**src/common/ctsc_pkg.sv**
```systemverilog
// Package of constants shared by the touch sense control block.
package ctsc_pkg;
	localparam int ADDR_W = 3;
	// Register offsets, one byte wide register per address.
	localparam logic [2:0] OFS_CTRL_PRI = 3'h0;
	localparam logic [2:0] OFS_CTRL_SEC = 3'h1;
	localparam logic [2:0] OFS_T8_OPT = 3'h2;
	localparam logic [2:0] OFS_T8_COUNT = 3'h3;
	localparam logic [2:0] OFS_T16_CTRL = 3'h4;
	localparam logic [2:0] OFS_T16_LO = 3'h5;
	localparam logic [2:0] OFS_T16_HI = 3'h6;
	// Primary control field positions.
	localparam int POS_ENABLE = 7;
	localparam int POS_REF_MODE = 6;
	localparam int POS_RANGE = 2;
	localparam int POS_OSC_STATE = 1;
	localparam int POS_EXT_SEL = 0;
	// Timer8 option field positions.
	localparam int POS_T8_SRC = 5;
	localparam int POS_T8_OVF = 0;
	// Timer16 control field positions.
	localparam int POS_T16_CS = 6;
	localparam int POS_T16_GATE_EN = 1;
	localparam int POS_T16_ON = 0;
	// Reset values.
	localparam logic [7:0] RST_REG = 8'h00;
	localparam logic [15:0] RST_COUNT = 16'h0000;
	// Current range and timer16 clock source codes.
	localparam logic [1:0] RANGE_OFF_NOISE = 2'h0;
	localparam logic [1:0] T16_CS_DIV4 = 2'h0;
	localparam logic [1:0] T16_CS_SYS = 2'h1;
	localparam logic [1:0] T16_CS_PIN = 2'h2;
	localparam logic [1:0] T16_CS_OSC = 2'h3;
	// Instruction rate divider: one pulse every four system clocks.
	localparam logic [1:0] DIV4_LAST = 2'h3;
endpackage

```
**src/common/ctsc_timer_if.sv**
```systemverilog
// Interface between the control logic and the 16-bit timer.
`timescale 1ns/10ps
interface ctsc_timer_if;
	logic count_pulse;
	logic gate_open;
	logic timer_on;
	logic gate_enable;
	logic write_lo;
	logic write_hi;
	logic [7:0] write_data;
	logic [15:0] count;
	modport ctl (output count_pulse, gate_open, timer_on, gate_enable,
		write_lo, write_hi, write_data, input count);
	modport tmr (input count_pulse, gate_open, timer_on, gate_enable,
		write_lo, write_hi, write_data, output count);
endinterface

```
**src/rtl/ctsc_top.sv**
```systemverilog
// Control logic of the capacitive touch sensing unit.
`timescale 1ns/10ps
module ctsc_top
	import ctsc_pkg::*;
#(
	parameter int NUM_CHANNELS = 16
)
(
	input wire logic REF_CLK,
	input wire logic RST_N,
	input wire logic [ADDR_W-1:0] ADDR,
	input wire logic [7:0] WR_DATA,
	input wire logic WR_STROBE,
	input wire logic RD_STROBE,
	output logic [7:0] RD_DATA,
	input wire logic SENSE_OSC_CLOCK,
	input wire logic TIMER8_PIN_CLOCK,
	input wire logic TIMER16_PIN_CLOCK,
	input wire logic TIMER16_GATE,
	input wire logic SLEEP,
	output logic [15:0] SENSE_INPUT_PIN_SELECT,
	output logic OSC_RUN,
	output logic CURRENT_SOURCE_EN,
	output logic [1:0] OSC_CURRENT_RANGE,
	output logic REF_VARIABLE
);
	// ==========================================================
	// Parameter check
	if (NUM_CHANNELS < 1 || NUM_CHANNELS > 16)
		$error("NUM_CHANNELS must lie between 1 and 16.");

	// ==========================================================
	// Software visible state
	logic sense_unit_enable;
	logic reference_mode_select;
	logic [1:0] osc_current_range;
	logic timer8_ext_source_select;
	logic [3:0] sense_channel_select;
	logic timer8_source_select;
	logic timer8_overflow;
	logic [7:0] timer8_count;
	logic [1:0] timer16_clock_source;
	logic timer16_gate_enable;
	logic timer16_on;
	logic osc_source_sink_state;

	logic wr_pri;
	logic wr_sec;
	logic wr_t8opt;
	logic wr_t8cnt;
	logic wr_t16;

	assign wr_pri = WR_STROBE && ADDR == OFS_CTRL_PRI;
	assign wr_sec = WR_STROBE && ADDR == OFS_CTRL_SEC;
	assign wr_t8opt = WR_STROBE && ADDR == OFS_T8_OPT;
	assign wr_t8cnt = WR_STROBE && ADDR == OFS_T8_COUNT;
	assign wr_t16 = WR_STROBE && ADDR == OFS_T16_CTRL;

	always_ff @(posedge REF_CLK or negedge RST_N)
	begin
		if (!RST_N)
		begin
			sense_unit_enable <= 1'b0;
			reference_mode_select <= 1'b0;
			osc_current_range <= RANGE_OFF_NOISE;
			timer8_ext_source_select <= 1'b0;
		end
		else if (wr_pri)
		begin
			sense_unit_enable <= WR_DATA[POS_ENABLE];
			reference_mode_select <= WR_DATA[POS_REF_MODE];
			osc_current_range <= WR_DATA[POS_RANGE+:2];
			timer8_ext_source_select <= WR_DATA[POS_EXT_SEL];
		end
	end

	always_ff @(posedge REF_CLK or negedge RST_N)
	begin
		if (!RST_N)
			sense_channel_select <= 4'h0;
		else if (wr_sec)
			sense_channel_select <= WR_DATA[3:0];
	end

	always_ff @(posedge REF_CLK or negedge RST_N)
	begin
		if (!RST_N)
		begin
			timer16_clock_source <= T16_CS_DIV4;
			timer16_gate_enable <= 1'b0;
			timer16_on <= 1'b0;
		end
		else if (wr_t16)
		begin
			timer16_clock_source <= WR_DATA[POS_T16_CS+:2];
			timer16_gate_enable <= WR_DATA[POS_T16_GATE_EN];
			timer16_on <= WR_DATA[POS_T16_ON];
		end
	end

	// ==========================================================
	// Synchronisers for the oscillator and the pins
	logic [1:0] osc_sync;
	logic [1:0] t8_pin_sync;
	logic [1:0] t16_pin_sync;
	logic [1:0] gate_sync;
	logic [1:0] sleep_sync;
	logic osc_last;
	logic t8_pin_last;
	logic t16_pin_last;
	logic osc_edge;
	logic t8_pin_edge;
	logic t16_pin_edge;

	// Only the second stage feeds logic, so a metastable first stage
	// never reaches the counters or the state bit.
	always_ff @(posedge REF_CLK or negedge RST_N)
	begin
		if (!RST_N)
		begin
			osc_sync <= 2'h0;
			t8_pin_sync <= 2'h0;
			t16_pin_sync <= 2'h0;
			gate_sync <= 2'h0;
			sleep_sync <= 2'h0;
			osc_last <= 1'b0;
			t8_pin_last <= 1'b0;
			t16_pin_last <= 1'b0;
		end
		else
		begin
			osc_sync <= {osc_sync[0], SENSE_OSC_CLOCK};
			t8_pin_sync <= {t8_pin_sync[0], TIMER8_PIN_CLOCK};
			t16_pin_sync <= {t16_pin_sync[0], TIMER16_PIN_CLOCK};
			gate_sync <= {gate_sync[0], TIMER16_GATE};
			sleep_sync <= {sleep_sync[0], SLEEP};
			osc_last <= osc_sync[1];
			t8_pin_last <= t8_pin_sync[1];
			t16_pin_last <= t16_pin_sync[1];
		end
	end

	assign osc_edge = osc_sync[1] && !osc_last;
	assign t8_pin_edge = t8_pin_sync[1] && !t8_pin_last;
	assign t16_pin_edge = t16_pin_sync[1] && !t16_pin_last;

	always_ff @(posedge REF_CLK or negedge RST_N)
	begin
		if (!RST_N)
			osc_source_sink_state <= 1'b0;
		else
			osc_source_sink_state <= osc_sync[1];
	end

	// ==========================================================
	// Instruction rate divider
	logic [1:0] div4;
	logic div4_pulse;

	always_ff @(posedge REF_CLK or negedge RST_N)
	begin
		if (!RST_N)
			div4 <= 2'h0;
		else
			div4 <= div4 + 2'h1;
	end

	assign div4_pulse = div4 == DIV4_LAST;

	// ==========================================================
	// Timer8 with clock source selection
	logic t8_pulse;

	// Timer8 stops in sleep, so it cannot measure while asleep.
	// The oscillator select bit wins over the source bit, so software
	// may leave the source bit clear while counting the oscillator.
	always_comb
	begin
		if (sleep_sync[1])
			t8_pulse = 1'b0;
		else if (timer8_ext_source_select)
			t8_pulse = osc_edge;
		else if (timer8_source_select)
			t8_pulse = t8_pin_edge;
		else
			t8_pulse = div4_pulse;
	end

	always_ff @(posedge REF_CLK or negedge RST_N)
	begin
		if (!RST_N)
			timer8_source_select <= 1'b0;
		else if (wr_t8opt)
			timer8_source_select <= WR_DATA[POS_T8_SRC];
	end

	always_ff @(posedge REF_CLK or negedge RST_N)
	begin
		if (!RST_N)
			timer8_count <= RST_REG;
		else if (wr_t8cnt)
			timer8_count <= WR_DATA;
		else if (t8_pulse)
			timer8_count <= timer8_count + 8'h01;
	end

	// A wrap in the same cycle as a clearing write still sets the flag.
	always_ff @(posedge REF_CLK or negedge RST_N)
	begin
		if (!RST_N)
			timer8_overflow <= 1'b0;
		else if (t8_pulse && !wr_t8cnt && timer8_count == 8'hff)
			timer8_overflow <= 1'b1;
		else if (wr_t8opt && !WR_DATA[POS_T8_OVF])
			timer8_overflow <= 1'b0;
	end

	// ==========================================================
	// Timer16 with clock source selection
	ctsc_timer_if t16_bus ();
	logic t16_pulse;

	// The oscillator keeps clocking timer16 in sleep; only the
	// instruction rate and system clock sources stop there.
	always_comb
	begin
		case (timer16_clock_source)
			T16_CS_DIV4: t16_pulse = div4_pulse && !sleep_sync[1];
			T16_CS_SYS: t16_pulse = !sleep_sync[1];
			T16_CS_PIN: t16_pulse = t16_pin_edge;
			T16_CS_OSC: t16_pulse = osc_edge;
			default: t16_pulse = 1'b0;
		endcase
	end

	assign t16_bus.count_pulse = t16_pulse;
	assign t16_bus.gate_open = gate_sync[1];
	assign t16_bus.timer_on = timer16_on;
	assign t16_bus.gate_enable = timer16_gate_enable;
	assign t16_bus.write_lo = WR_STROBE && ADDR == OFS_T16_LO;
	assign t16_bus.write_hi = WR_STROBE && ADDR == OFS_T16_HI;
	assign t16_bus.write_data = WR_DATA;

	ctsc_timer16 u_timer16 (
		.clk(REF_CLK),
		.rst_n(RST_N),
		.bus(t16_bus.tmr)
	);

	// ==========================================================
	// Analog control outputs
	logic [15:0] next_select;
	logic next_osc_run;
	logic next_current_en;

	always_comb
	begin
		next_select = 16'h0000;
		if (sense_unit_enable && 32'(sense_channel_select) < NUM_CHANNELS)
			next_select = 16'h0001 << sense_channel_select;
		// Variable mode code zero keeps comparators running for noise.
		next_osc_run = sense_unit_enable && (reference_mode_select
			|| osc_current_range != RANGE_OFF_NOISE);
		next_current_en = next_osc_run
			&& osc_current_range != RANGE_OFF_NOISE;
	end

	always_ff @(posedge REF_CLK or negedge RST_N)
	begin
		if (!RST_N)
		begin
			SENSE_INPUT_PIN_SELECT <= 16'h0000;
			OSC_RUN <= 1'b0;
			CURRENT_SOURCE_EN <= 1'b0;
			OSC_CURRENT_RANGE <= RANGE_OFF_NOISE;
			REF_VARIABLE <= 1'b0;
		end
		else
		begin
			SENSE_INPUT_PIN_SELECT <= next_select;
			OSC_RUN <= next_osc_run;
			CURRENT_SOURCE_EN <= next_current_en;
			OSC_CURRENT_RANGE <= osc_current_range;
			REF_VARIABLE <= reference_mode_select;
		end
	end

	// ==========================================================
	// Read port
	logic [7:0] next_rd;

	always_comb
	begin
		next_rd = 8'h00;
		case (ADDR)
			OFS_CTRL_PRI: next_rd = {sense_unit_enable, reference_mode_select,
				2'h0, osc_current_range, osc_source_sink_state,
				timer8_ext_source_select};
			OFS_CTRL_SEC: next_rd = {4'h0, sense_channel_select};
			OFS_T8_OPT: next_rd = {2'h0, timer8_source_select, 4'h0,
				timer8_overflow};
			OFS_T8_COUNT: next_rd = timer8_count;
			OFS_T16_CTRL: next_rd = {timer16_clock_source, 4'h0,
				timer16_gate_enable, timer16_on};
			OFS_T16_LO: next_rd = t16_bus.count[7:0];
			OFS_T16_HI: next_rd = t16_bus.count[15:8];
			default: next_rd = 8'h00;
		endcase
	end

	always_ff @(posedge REF_CLK or negedge RST_N)
	begin
		if (!RST_N)
			RD_DATA <= RST_REG;
		else if (RD_STROBE)
			RD_DATA <= next_rd;
		else
			RD_DATA <= RST_REG;
	end

	// ==========================================================
	// Checks
	a_disabled_no_channel: assert property (@(posedge REF_CLK)
		disable iff (!RST_N) !sense_unit_enable
		|=> SENSE_INPUT_PIN_SELECT == 16'h0000)
		else $error("A channel is connected while the unit is off.");
	a_channel_one_hot: assert property (@(posedge REF_CLK)
		disable iff (!RST_N) sense_unit_enable
		|=> SENSE_INPUT_PIN_SELECT == 16'h0001 << $past(sense_channel_select))
		else $error("Connected channel differs from the selected one.");
	a_reference_mode: assert property (@(posedge REF_CLK)
		disable iff (!RST_N) wr_pri
		|=> ##1 REF_VARIABLE == $past(WR_DATA[POS_REF_MODE], 2))
		else $error("Reference mode output does not follow its bit.");
	a_fixed_range_off: assert property (@(posedge REF_CLK)
		disable iff (!RST_N) !reference_mode_select
		&& osc_current_range == RANGE_OFF_NOISE |=> !OSC_RUN)
		else $error("Oscillator runs in fixed mode with range off.");
	a_noise_detect: assert property (@(posedge REF_CLK)
		disable iff (!RST_N) sense_unit_enable && reference_mode_select
		&& osc_current_range == RANGE_OFF_NOISE
		|=> OSC_RUN && !CURRENT_SOURCE_EN)
		else $error("Noise detection mode drives the current source.");
	a_osc_state_sync: assert property (@(posedge REF_CLK)
		disable iff (!RST_N) $rose(SENSE_OSC_CLOCK) ##1 SENSE_OSC_CLOCK[*2]
		|=> osc_source_sink_state)
		else $error("Oscillator state bit missed a steady level.");
	a_timer8_osc_count: assert property (@(posedge REF_CLK)
		disable iff (!RST_N) timer8_ext_source_select
		&& osc_edge && !sleep_sync[1] && !wr_t8cnt
		|=> timer8_count == $past(timer8_count) + 8'h01)
		else $error("Timer8 missed an oscillator edge.");
	a_read_one_cycle: assert property (@(posedge REF_CLK)
		disable iff (!RST_N) RD_STROBE && ADDR == OFS_CTRL_PRI
		|=> RD_DATA[POS_OSC_STATE] == $past(osc_source_sink_state)
		##1 ($past(RD_STROBE) || RD_DATA == 8'h00))
		else $error("Read data wrong or held too long.");
endmodule

```
**src/rtl/ctsc_timer16.sv**
```systemverilog
// Sixteen bit timer counted by selected clock pulses.
`timescale 1ns/10ps
module ctsc_timer16
	import ctsc_pkg::*;
(
	input wire logic clk,
	input wire logic rst_n,
	ctsc_timer_if.tmr bus
);
	// ==========================================================
	// Counter
	logic [15:0] count;
	logic run;

	// The gate is only honoured while gating is enabled.
	assign run = bus.timer_on && (!bus.gate_enable || bus.gate_open);

	always_ff @(posedge clk or negedge rst_n)
	begin
		if (!rst_n)
			count <= RST_COUNT;
		else if (bus.write_lo)
			count[7:0] <= bus.write_data;
		else if (bus.write_hi)
			count[15:8] <= bus.write_data;
		else if (run && bus.count_pulse)
			count <= count + 16'h0001;
	end

	assign bus.count = count;

	// ==========================================================
	// Checks
	a_timer_off_hold: assert property (@(posedge clk) disable iff (!rst_n)
		!bus.timer_on && !bus.write_lo && !bus.write_hi |=> $stable(count))
		else $error("Timer16 counted while switched off.");
	a_gate_closed_hold: assert property (@(posedge clk) disable iff (!rst_n)
		bus.gate_enable && !bus.gate_open && !bus.write_lo && !bus.write_hi
		|=> $stable(count))
		else $error("Timer16 counted with the gate closed.");
	a_free_run_step: assert property (@(posedge clk) disable iff (!rst_n)
		bus.timer_on && !bus.gate_enable && bus.count_pulse
		&& !bus.write_lo && !bus.write_hi
		|=> count == $past(count) + 16'h0001)
		else $error("Timer16 missed a count pulse while free running.");
endmodule

```
**config.mk**
```make
export PLATFORM = sky130hd
export DESIGN_NAME = ctsc_top
export DESIGN_NICKNAME = d
export VERILOG_FILES = /design/src/common/ctsc_pkg.sv /design/src/common/ctsc_timer_if.sv /design/src/rtl/ctsc_top.sv /design/src/rtl/ctsc_timer16.sv
export SDC_FILE = /design/constraint.sdc
export NUM_CORES = 1
export LEC_CHECK = 0
export BUFFER_PORTS_ARGS = -buffer_cell sky130_fd_sc_hd__buf_2
export CORE_MARGIN = 2
export CORE_UTILIZATION = 55
export DETAILED_ROUTE_END_ITERATION = 7
export GPL_TIMING_DRIVEN = 0
export PLACE_DENSITY = 0.88
export SLEW_MARGIN = 0
export SYNTH_ARGS = -nofsm -noshare
export SYNTH_HDL_FRONTEND = slang
export SYNTH_HIERARCHICAL = 1
export SYNTH_SLANG_ARGS = --single-unit
```
**constraint.sdc**
```tcl
create_clock -name REF_CLK -period 3 [get_ports REF_CLK]
set_input_delay 0.9 -clock REF_CLK [delete_from_list [all_inputs] [get_ports REF_CLK]]
set_output_delay 0.9 -clock REF_CLK [all_outputs]
set_load 0.05 [all_outputs]
```
* Yosys cells after proc, flatten, opt, wreduce, memory -nomap -nowiden *
Index checks and enable logic that the tools add are counted.

storage, ports and cells
  input port bits = 20
  latch bits = 0
  memory bits (writable) = 0
  bits in read-only memories = 0
  memories = 0
  register bits = 83
  output and inout bits = 29
  word-level logic and storage cells = 96

cells by class
  divide/modulo/power cells = 0
  bitwise gates (word level) = 1
  shifts and indexed selects = 1
  $lt $le $gt $ge = 0
  $add $sub $neg = 3
  mux-type cells = 15
  reductions and logical operators = 36
  $mul = 0
  equal/unequal tests = 12

operators by type and width
  kind                   number
  $pmux 8 s7             1
  $mux 8                 6
  $mux 16                2
  $logic_and 1x1->1      18
  $add 16x1->16 const B  1
  $shl 1x4->16 const A   1
  $reduce_bool 2->1      5
  $eq 3x3->1 const B     3
  $add 8x1->8 const B    1
  $eq 8x8->1 const B     1
  $logic_not 1->1        7
  $eq 2x2->1 const B     3
  $eq 3x2->1 const B     2
  $mux 1                 5
  $pmux 1 s4             1
  $reduce_and 2->1       2
  $eq 3x1->1 const B     1
  $logic_not 3->1        1
  $add 2x1->2 const B    1
  $eq 2x1->1 const B     1
  $logic_not 2->1        1
  $logic_or 1x1->1       2
  $ne 2x2->1 const B     1
  $not 1->1              1

* Depth between registers and ports, before layout *
Gate-level depths: netlist of the first run.

  word-level depth = 8
  gate-level depth with buffers = 10
  gate-level depth less buffers = 10

* Cells and area by module *
The synthesis of the first run kept the hierarchy.

modules (own cells, without submodules)
  module        seq. area each (sq um)  cells each  instances  area an instance (sq um)
  ctsc_top      1676.6                  231         1          2777.7
  ctsc_timer16  400.4                   116         1          1003.5

* Worst setup path before layout of the first run *
Ideal clock, no wire load.

  path type = in2reg
  from = input ADDR[0]
  to = register u_timer16.count[3] (netlist: u_timer16/bus.count[3])
  data arrival time = 2.324 ns
  setup slack = 0.546 ns
  data required time = 2.870 ns
  cell stages on the path = 8
  buffers on the path = 3
  setup time = 0.130 ns
  cells stage by stage = buf_2 > buf_2 > nor3_1 > buf_2 > nor3_1 > nand4_1 > xor2_1 > o21ai_1

between the ends
  word-level cells in the longest chain between the ends = 4
  elaborated cells on any way between the ends = 8
  those cells by class = 3 x eq/ne; 1 x mux; 4 x reduce/logical

ends and longest elaborated chain
  what                               line                text
  from (decl)                        ctsc_top.sv:11      input wire logic [ADDR_W-1:0] ADDR,
  $eq 3x3->1                         ctsc_top.sv:241     assign t16_bus.write_hi = WR_STROBE && ADDR == OFS_T16_HI;
  $logic_and 1x1->1                  ctsc_top.sv:241
  named net t16_bus.write_hi         ctsc_timer_if.sv:9  logic write_hi;
  $ne 2x2->1 (no source line)        -
  $reduce_and 2->1 (no source line)  -
  to (signal assigned)               ctsc_timer16.sv:23  count[7:0] <= bus.write_data;
  to (signal assigned)               ctsc_timer16.sv:27  count <= count + 16'h0001;
  to (decl)                          ctsc_timer16.sv:12  logic [15:0] count;

The timed path passes the listed nets, and every way through them passes these cells.
A chain may end at the register's enable or synchronous reset.

* Final worst setup path of the first run *
  from = input ADDR[1]
  to = register u_timer16.count[6] (netlist: u_timer16/bus.count[6])

between the ends
  word-level cells in the longest chain between the ends = 4
  elaborated cells on any way between the ends = 8
  those cells by class = 3 x eq/ne; 1 x mux; 4 x reduce/logical

ends and longest elaborated chain
  what                                                              line                text
  $eq 3x3->1 (*)                                                    ctsc_top.sv:240     assign t16_bus.write_lo = WR_STROBE && ADDR == OFS_T16_LO;
  $logic_and 1x1->1 (*)                                             ctsc_top.sv:240
  named net t16_bus.write_lo                                        ctsc_timer_if.sv:8  logic write_lo;
  $ne 2x2->1 (no source line) or $reduce_bool 2->1 (tied branches)  -
  $reduce_and 2->1 (no source line)                                 -

The timed path passes the listed nets; every way through them passes the cells marked *.

==> results.md, run 1 <==
* Post-placement cell area at between 4000 and 5000 um^2
* DR WL met2 at around 4100 um
* Post-route DRC at 0
* Fin nets at ~430
* CP startpoint: ADDR[1]
* Synth warn at 6
* FF-to-FF End: u_timer16/bus.count[3]
* Routed wire per std cell at 17.70 um
* Hold buffers post-CTS at 0
* Starting Density at 0.5628
* Worst hold endpoint: t8_pin_sync[1]
* DR vias/cell at between 5 and 6
* Post-route ant nets at 0
* Hold path cells at 0
* Met3 WL at roughly 570 um
* Gr ovfl total at 0
* Hold Path Class: flip-flop to flip-flop
* Clock latency on the worst-skew pair at 0.36 ns
* CP startpoint kind: primary input
* Lkg Pwr at between 1.5 and 2 nW
* Setup ws final at 0.4782 ns
* Synth Register Bits at between 80 and 90
* Via count at 2910
* Pwr Density at about 730 nW/um^2
* RSZ-0062 raised after global routing: no
* Distinct cell type count after synthesis at 55
* Max-slew violations at 0
* Worst slack, placed at approximately 0.12 ns
* Synth top area share at 0.5493
* Skew final at about 0.011 ns
* Min Tclk post-route at 2.522 ns
* CP Cell Sequence: buf_4 > inv_1 > nand2_1 > nor2_1 > clkbuf_1 > clkbuf_1 > clkbuf_1 > o21ai_0
* Clock buffer depth at 2
* Top_reg_cell synth: dfrtp_1
* Post-Syn Area per Cell at between 10 and 15 um^2
* Setup repair bufs after CTS at 0
* Number of diodes at 0
* Required time at the worst-slack endpoint at approximately 3.2 ns
* Row count at 30
* Actual slew at the worst max-slew pin at roughly 0.64 ns
* Number of CTS-inserted buffers at 9
* Setup TNS at 0 ns
* Sequential area share after synthesis at 0.5493
* Ys async rst share at 1.000
* Layout area overhead at 14.73%
* Reg2Reg Depth at 9
* Synth area leaders: dfrtp_1 (55%), mux2_2 (6.0%), nor2_1 (4.1%)
* Clk root buf: clkbuf_8
* Drt total wl at about 8700 um
* CTS tree: built
* Fin area at 4338 um^2
* Initial DRC Count at about 340
* Share of cells above drive strength 1 at 0.2616
* Worst path slowest cell: clkbuf_1
* Die area at approximately 7600 um^2
* Die Wd at roughly 87 um
* Clock sink total at 83
* Reg2reg setup slack at about 0.7 ns
* Initial DRT Pass Iterations at 5
* Final hold vios at 0
* Period utilisation layout at 0.8406
* PostCTS Resize Cnt at 0
* Crit path kind: primary input to flip-flop
* H-tree depth at 3
* Crit. End Element: flip-flop
* Worst hold margin at 0.3555 ns
* Final setup vio count at 0
* Post-Layout Cell Count at 489
* Dpl cells at about 470
* Overall Power at between 3 and 4 mW
* Tot GR Track Use at 0.2481
* Largest net degree at the start of global routing at 47
* WP data arrival at 2.74 ns
* Final core occ at 0.6456
* Worst r2r src: osc_source_sink_state
* Global-route wire length before repair at around 14000 um
* Area leader, netlist: dfrtp_1
* Filler cell count at around 530
* Die Y at slightly below 90 um
* Peak supply drop at between 0.0003 and 0.0004 V
* Vias in the first global route at 2847
* HPWL Detailed at 6109 um
* Placer congestion estimate at 0.9667
* I/O pin count at 49
* Syn Nets at between 300 and 400
* Input/output buffers at 45
* Met1 WL at approximately 3700 um
* Fmax at approximately 400 MHz
* Critical Path Max Stage Delay at 0.41 ns
* Max cap viols at 0
* Hold path startpoint: t8_pin_sync[0]
* Synth Instances at about 350
* Most common cell on crit path: clkbuf_1
* Synth Cell Area at roughly 3800 um^2
* Crit path max fanout at 10
* Core area at 6719 um^2
* Initial antenna violation count at 0
* Post-synth EDFFs at 0
* Status: complete, no violations
* Clock transition at the registers of the reported paths at 0.09 ns
* Rel. slew slack at 0.5691
* Highest routed metal layer: met4
-- worst max-delay path: cells and delay by family --
kind / cells / cell delay (ns)
compound gates: 1 / 0.15
simple gates: 2 / 0.23
buf+inv: 5 / 1.46
-- per-layer routing --
layer,vias up,global-route usage
met5,-,0
met4,0,0.1420
met3,24,0.04550
met2,139,0.3761
met1,1395,0.3358
li1,1352,-
-- worst max path at each step --
stage | end
after floorplan | u_timer16/bus.count[3]
after global placement | u_timer16/bus.count[6]
after detailed placement | u_timer16/bus.count[6]
after CTS | u_timer16/bus.count[6]
after global routing | u_timer16/bus.count[7]
final | u_timer16/bus.count[6]
-- cell type report --
type	count	area [um^2]	area share
plain buffers	15	81.33	0.01875
repair buffers	46	247.7	0.05711
well taps	80	100.1	0.02307
multi-input cells	243	1600	0.3689
inverters	6	22.52	0.005192
flip-flops and latches	83	2077	0.4788
clock buffers	10	137.6	0.03173
clock inverters	6	71.32	0.01644
-- cell usage in the layout, fill, tap and decap left out, drive strengths merged, types with 3 or more instances in the layout --
cell type	netlist	routed
xor2	10	10
nor2b	4	4
nand2	30	30
a21oi	17	17
mux2i	7	7
ha	3	3
mux2	20	20
nor2	42	42
a22oi	5	5
nand4	6	6
clkbuf	6	16
and2b	3	3
a211oi	5	5
nand2b	4	4
dfrtp	83	83
buf	9	55
nor3	13	13
nand3	17	17
a221oi	9	9
nand3b	4	4
inv	6	8
xnor2	4	4
o21ai	14	14
-- where the power goes --
group / total, mW / internal [mW] / switching (mW)
registers: 1.58 / 1.33 / 0.257
clock network: 0.838 / 0.414 / 0.424
logic: 0.749 / 0.299 / 0.450
-- cells in the mapped netlist, types with 5 or more instances --
master,count
a21oi_1,15
mux2i_1,7
a211oi_1,5
nand2_1,29
xor2_1,10
nor3_1,10
dfrtp_1,83
nand3_1,15
o21ai_0,13
a22oi_1,5
buf_2,5
mux2_2,20
a221oi_1,8
clkbuf_1,6
nor2_1,41
inv_1,6
nand4_1,6
-- cell families (layout without fill, tap and decap cells) --
family          count (synthesis)  count (layout)  synth area share
compound gates                 64              64            0.1155
flops                          83              83            0.5493
buf+inv                        21              83           0.02746
mux                            27              27           0.07810
simple gates                  135             135            0.1873
xor+xnor                       14              14           0.03243
fa+ha+maj                       3               3          0.009928
-- state kept, by name (all words and copies together) (netlist names), 2 cells and up --
name	count
t16_pin_sync	2
sleep_sync	2
gate_sync	2
t8_pin_sync	2
sense_channel_select	4
OSC_CURRENT_RANGE	2
timer16_clock_source	2
osc_sync	2
SENSE_INPUT_PIN_SELECT	16
div4	2
u_timer16/bus.count	16
timer8_count	8
RD_DATA	8
osc_current_range	2
Power figures use the tool's default switching activity.
==> run 2, diff against run 1 <==
--- a/config.mk
+++ b/config.mk
@@ -5,12 +5,13 @@
 export SDC_FILE = /design/constraint.sdc
 export NUM_CORES = 1
 export LEC_CHECK = 0
+export ABC_AREA = 1
 export BUFFER_PORTS_ARGS = -buffer_cell sky130_fd_sc_hd__buf_2
 export CORE_MARGIN = 2
-export CORE_UTILIZATION = 55
+export CORE_UTILIZATION = 52
 export DETAILED_ROUTE_END_ITERATION = 7
 export GPL_TIMING_DRIVEN = 0
-export PLACE_DENSITY = 0.88
+export PLACE_DENSITY = 0.87
 export SLEW_MARGIN = 0
 export SYNTH_ARGS = -nofsm -noshare
 export SYNTH_HDL_FRONTEND = slang
==> constraint.sdc (replaced) <==
create_clock -name REF_CLK -period 2.3 [get_ports REF_CLK]
set_input_delay 0.69 -clock REF_CLK [delete_from_list [all_inputs] [get_ports REF_CLK]]
set_output_delay 0.69 -clock REF_CLK [all_outputs]
set_load 0.05 [all_outputs]
==> results.md, run 2 <==
* Most common cell after layout, fill and taps aside: nand2_1
* Die area at 8591 um^2 (+14%)
* Max cap viols at 0 (unchanged)
* Worst r2r src: div4[0]
* H-tree depth at 3 (unchanged)
* Synth top cells by count: nand2_1 (152), dfrtp_1 (83), nor2_1 (59)
* Switching Share at 0.4095 (+0.05273)
* DR vias/cell at 5.355 (-10%)
* Distinct cell type count after synthesis at 34 (-38%)
* RSZ-0062 raised after global routing: no
* Core area at 7687 um^2 (+14%)
* Synth Register Bits at 83 (unchanged)
* Initial DRT Pass Iterations at 5 (unchanged)
* Placer congestion estimate at 0.9023 (-6.7%)
* Overall Power at 4.387 mW (+38%)
* Skew final at 0.01085 ns (-0.00007300 ns)
* Peak supply drop at 0.0003779 V (-1.9%)
* Crit path kind: primary input to flip-flop
* Fin nets at 584 (+37%)
* Post-Syn Area per Cell at 8.132 um^2 (-25%)
* Setup repair bufs after CTS at 0 (unchanged)
* Biggest regs: SENSE_INPUT_PIN_SELECT (16), u_timer16/bus.count (16)
* I/O pin count at 49 (unchanged)
* Power share of the clock group at 0.237 (-0.028)
* Gate power share at 0.279 (+0.043)
* Fmax at slightly above 500 MHz
* Gr ovfl total at 0 (unchanged)
* Number of diodes at 0 (unchanged)
* Status: complete, no violations
* Drt total wl at 9495 um (+9.7%)
* Clock transition at the registers of the reported paths at 0.09 ns (about the same)
* Area leader, netlist: dfrtp_1
* Synth warn at 6 (unchanged)
* Crit. End Element: flip-flop
* Clock buffer depth at 2 (unchanged)
* Starting Density at 0.5321 (-0.03069)
* Largest net degree at the start of global routing at 50 (+6.4%)
* Synth area leaders: dfrtp_1 (51%), nand2_1 (14%), nor2_1 (5.4%)
* WP data arrival at 2.26 ns (-0.48 ns)
* Synth Instances at 503 (+45%)
* Min Tclk post-route at approximately 2.0 ns
* HPWL Detailed at 7140 um (+17%)
* Synth Cell Area at 4090 um^2 (+8.2%)
* Global-route wire length before repair at 15890 um (+12%)
* Post-route ant nets at 0 (unchanged)
* Final hold vios at 0 (unchanged)
* Number of CTS-inserted buffers at 9 (unchanged)
* Input/output buffers at 46 (+2.2%)
* Synth top area share at 0.5078 (-0.04150)
* Post-placement cell area at 4478 um^2 (+8.5%)
* P_int at 2.590 mW (+27%)
* Hold Path Class: primary input to asynchronous set/reset pin
* Tot GR Track Use at 0.2388 (-0.009288)
* Row count at 32 (+6.7%)
* Clk root buf: clkbuf_8
* Dpl cells at 652 (+38%)
* Setup ws final at 0.3267 ns (-0.1515 ns)
* Final setup vio count at 0 (unchanged)
* Via count at 3577 (+23%)
* Actual slew at the worst max-slew pin at 0.5397 ns (-0.1018 ns)
* Vias in the first global route at 3329 (+17%)
* Most frequent cells in the layout: nand2_1 (152), dfrtp_1 (83), nor2_1 (59), buf_2 (49), inv_1 (48)
* Max-slew violations at 0 (unchanged)
* Syn Nets at 526 (+42%)
* Initial antenna violation count at 0 (unchanged)
* Clock latency on the worst-skew pair at 0.37 ns (about the same)
* Routed wire per std cell at 14.21 um (-20%)
* Crit path max fanout at 8 (-2)
* Required time at the worst-slack endpoint at 2.58 ns (-0.64 ns)
* Share of cells above drive strength 1 at 0.2014 (-0.06020)
* Lkg Pwr at 2.442 nW (+26%)
* Sequential area share after synthesis at 0.5078 (-0.04150)
* Die Wd at 92.69 um (+6.6%)
* Die Y at 92.69 um (+6.6%)
* PostCTS Resize Cnt at 0 (unchanged)
* CTS tree: built
* Top_reg_cell synth: dfrtp_1
* Initial DRC Count at 318 (-5.6%)
* Fin area at 4682 um^2 (+7.9%)
* Rel. slew slack at 0.6389 (+0.06984)
* Layout area overhead at 14.47%
* Post-Layout Cell Count at 668 (+37%)
* Flop pwr share at 0.485 (-0.014)
* FF-to-FF End: u_timer16/bus.count[2]
* Worst hold margin at 0.2623 ns (-0.09319 ns)
* Reg2Reg Depth at 8 (-1)
* Setup TNS at 0 ns (unchanged)
* Hold buffers post-CTS at 0 (unchanged)
* Sw power at 1.797 mW (+59%)
* Period utilisation layout at 0.8579
* Ys async rst share at 1.000 (unchanged)
* Final core occ at 0.6090 (-0.03658)
* CP startpoint kind: primary input
* Post-route DRC at 0 (unchanged)
* Post-synth EDFFs at 0 (unchanged)
* Reg2reg setup slack at 0.57 ns (-0.15 ns)
* Worst slack, placed at -0.2359 ns (-0.3599 ns)
* Most frequent cell after synthesis: nand2_1
* Clock sink total at 83 (unchanged)
* Pwr Density at 937.0 nW/um^2 (+28%)
-- run 2: cell count changes in the layout (fill, tap and decap cells not counted), sizes merged, moves of 9 or more --
| cell | before | now |
|---|---|---|
| mux2 | 20 | 0 |
| a221oi | 9 | 0 |
| nand3 | 17 | 48 |
| o211ai | 0 | 9 |
| nor2 | 42 | 67 |
| a21oi | 17 | 7 |
| nand2 | 30 | 162 |
| o21ai | 14 | 28 |
| inv | 8 | 63 |
-- run 2: worst max-delay path by stage --
stage | startpoint | slack [ns] | cells past startpoint | end
after floorplan | ADDR[2] | 0.19 | 10 | u_timer16/bus.count[12]
after global placement | ADDR[1] | -0.16 | 7 | u_timer16/bus.count[6]
after detailed placement | ADDR[1] | -0.24 | 7 | u_timer16/bus.count[2]
after CTS | ADDR[1] | 0.18 | 7 | u_timer16/bus.count[2]
after global routing | ADDR[1] | 0.17 | 7 | u_timer16/bus.count[2]
final | ADDR[1] | 0.33 | 7 | u_timer16/bus.count[2]
-- run 2: final cells by class --
| class | count | area (um^2) |
|---|---|---|
| clock buffer | 9 | 123.9 |
| buffer | 9 | 61.31 |
| tap | 102 | 127.6 |
| timing repair buffer | 47 | 260.3 |
| multi-input combinational | 352 | 1730 |
| fill | 670 | 3005 |
| inverter | 59 | 227.7 |
| clock inverter | 7 | 73.82 |
| sequential | 83 | 2077 |
-- run 2: critical path, cell delays in order --
cell and delay, ns:
buf_2 0.19, inv_2 0.08, nor4_2 0.48, nor2_1 0.14, nor2_1 0.45, nand2_1 0.11, o211ai_1 0.11
-- run 2: kinds of logic (layout without fill, tap and decap cells) --
logic type	count (synthesis)	after routing	synth area share
adder cells (fa/ha/maj)	3	3	0.009178
AO/OA/AOI/OAI	46	46	0.06699
buffers and inverters	68	131	0.07066
AND/OR/NAND/NOR	295	295	0.3282
XOR/XNOR	8	8	0.01713
flip-flops	83	83	0.5078
-- run 2: power groups by stage --
stage / clock (mW) / combinational, mW / sequential (mW)
4_1_cts: 1.06 / 1.22 / 2.11
3_5_place_dp: 0 / 1.21 / 2.14
2_1_floorplan: 0 / 0.777 / 2.19
5_1_grt: 1.12 / 1.37 / 2.17
3_3_place_gp: 0 / 1.16 / 2.12
6_report: 1.04 / 1.22 / 2.13
-- run 2: routing by layer --
| metal | global-route usage | share of wire | vias to the layer above |
|---|---|---|---|
| li1 | - | - | 1721 |
| met1 | 0.3023 | 0.41 | 1668 |
| met2 | 0.3978 | 0.49 | 159 |
| met3 | 0.03906 | 0.069 | 29 |
| met4 | 0.1201 | 0.033 | 0 |
| met5 | 0 | 0 | - |
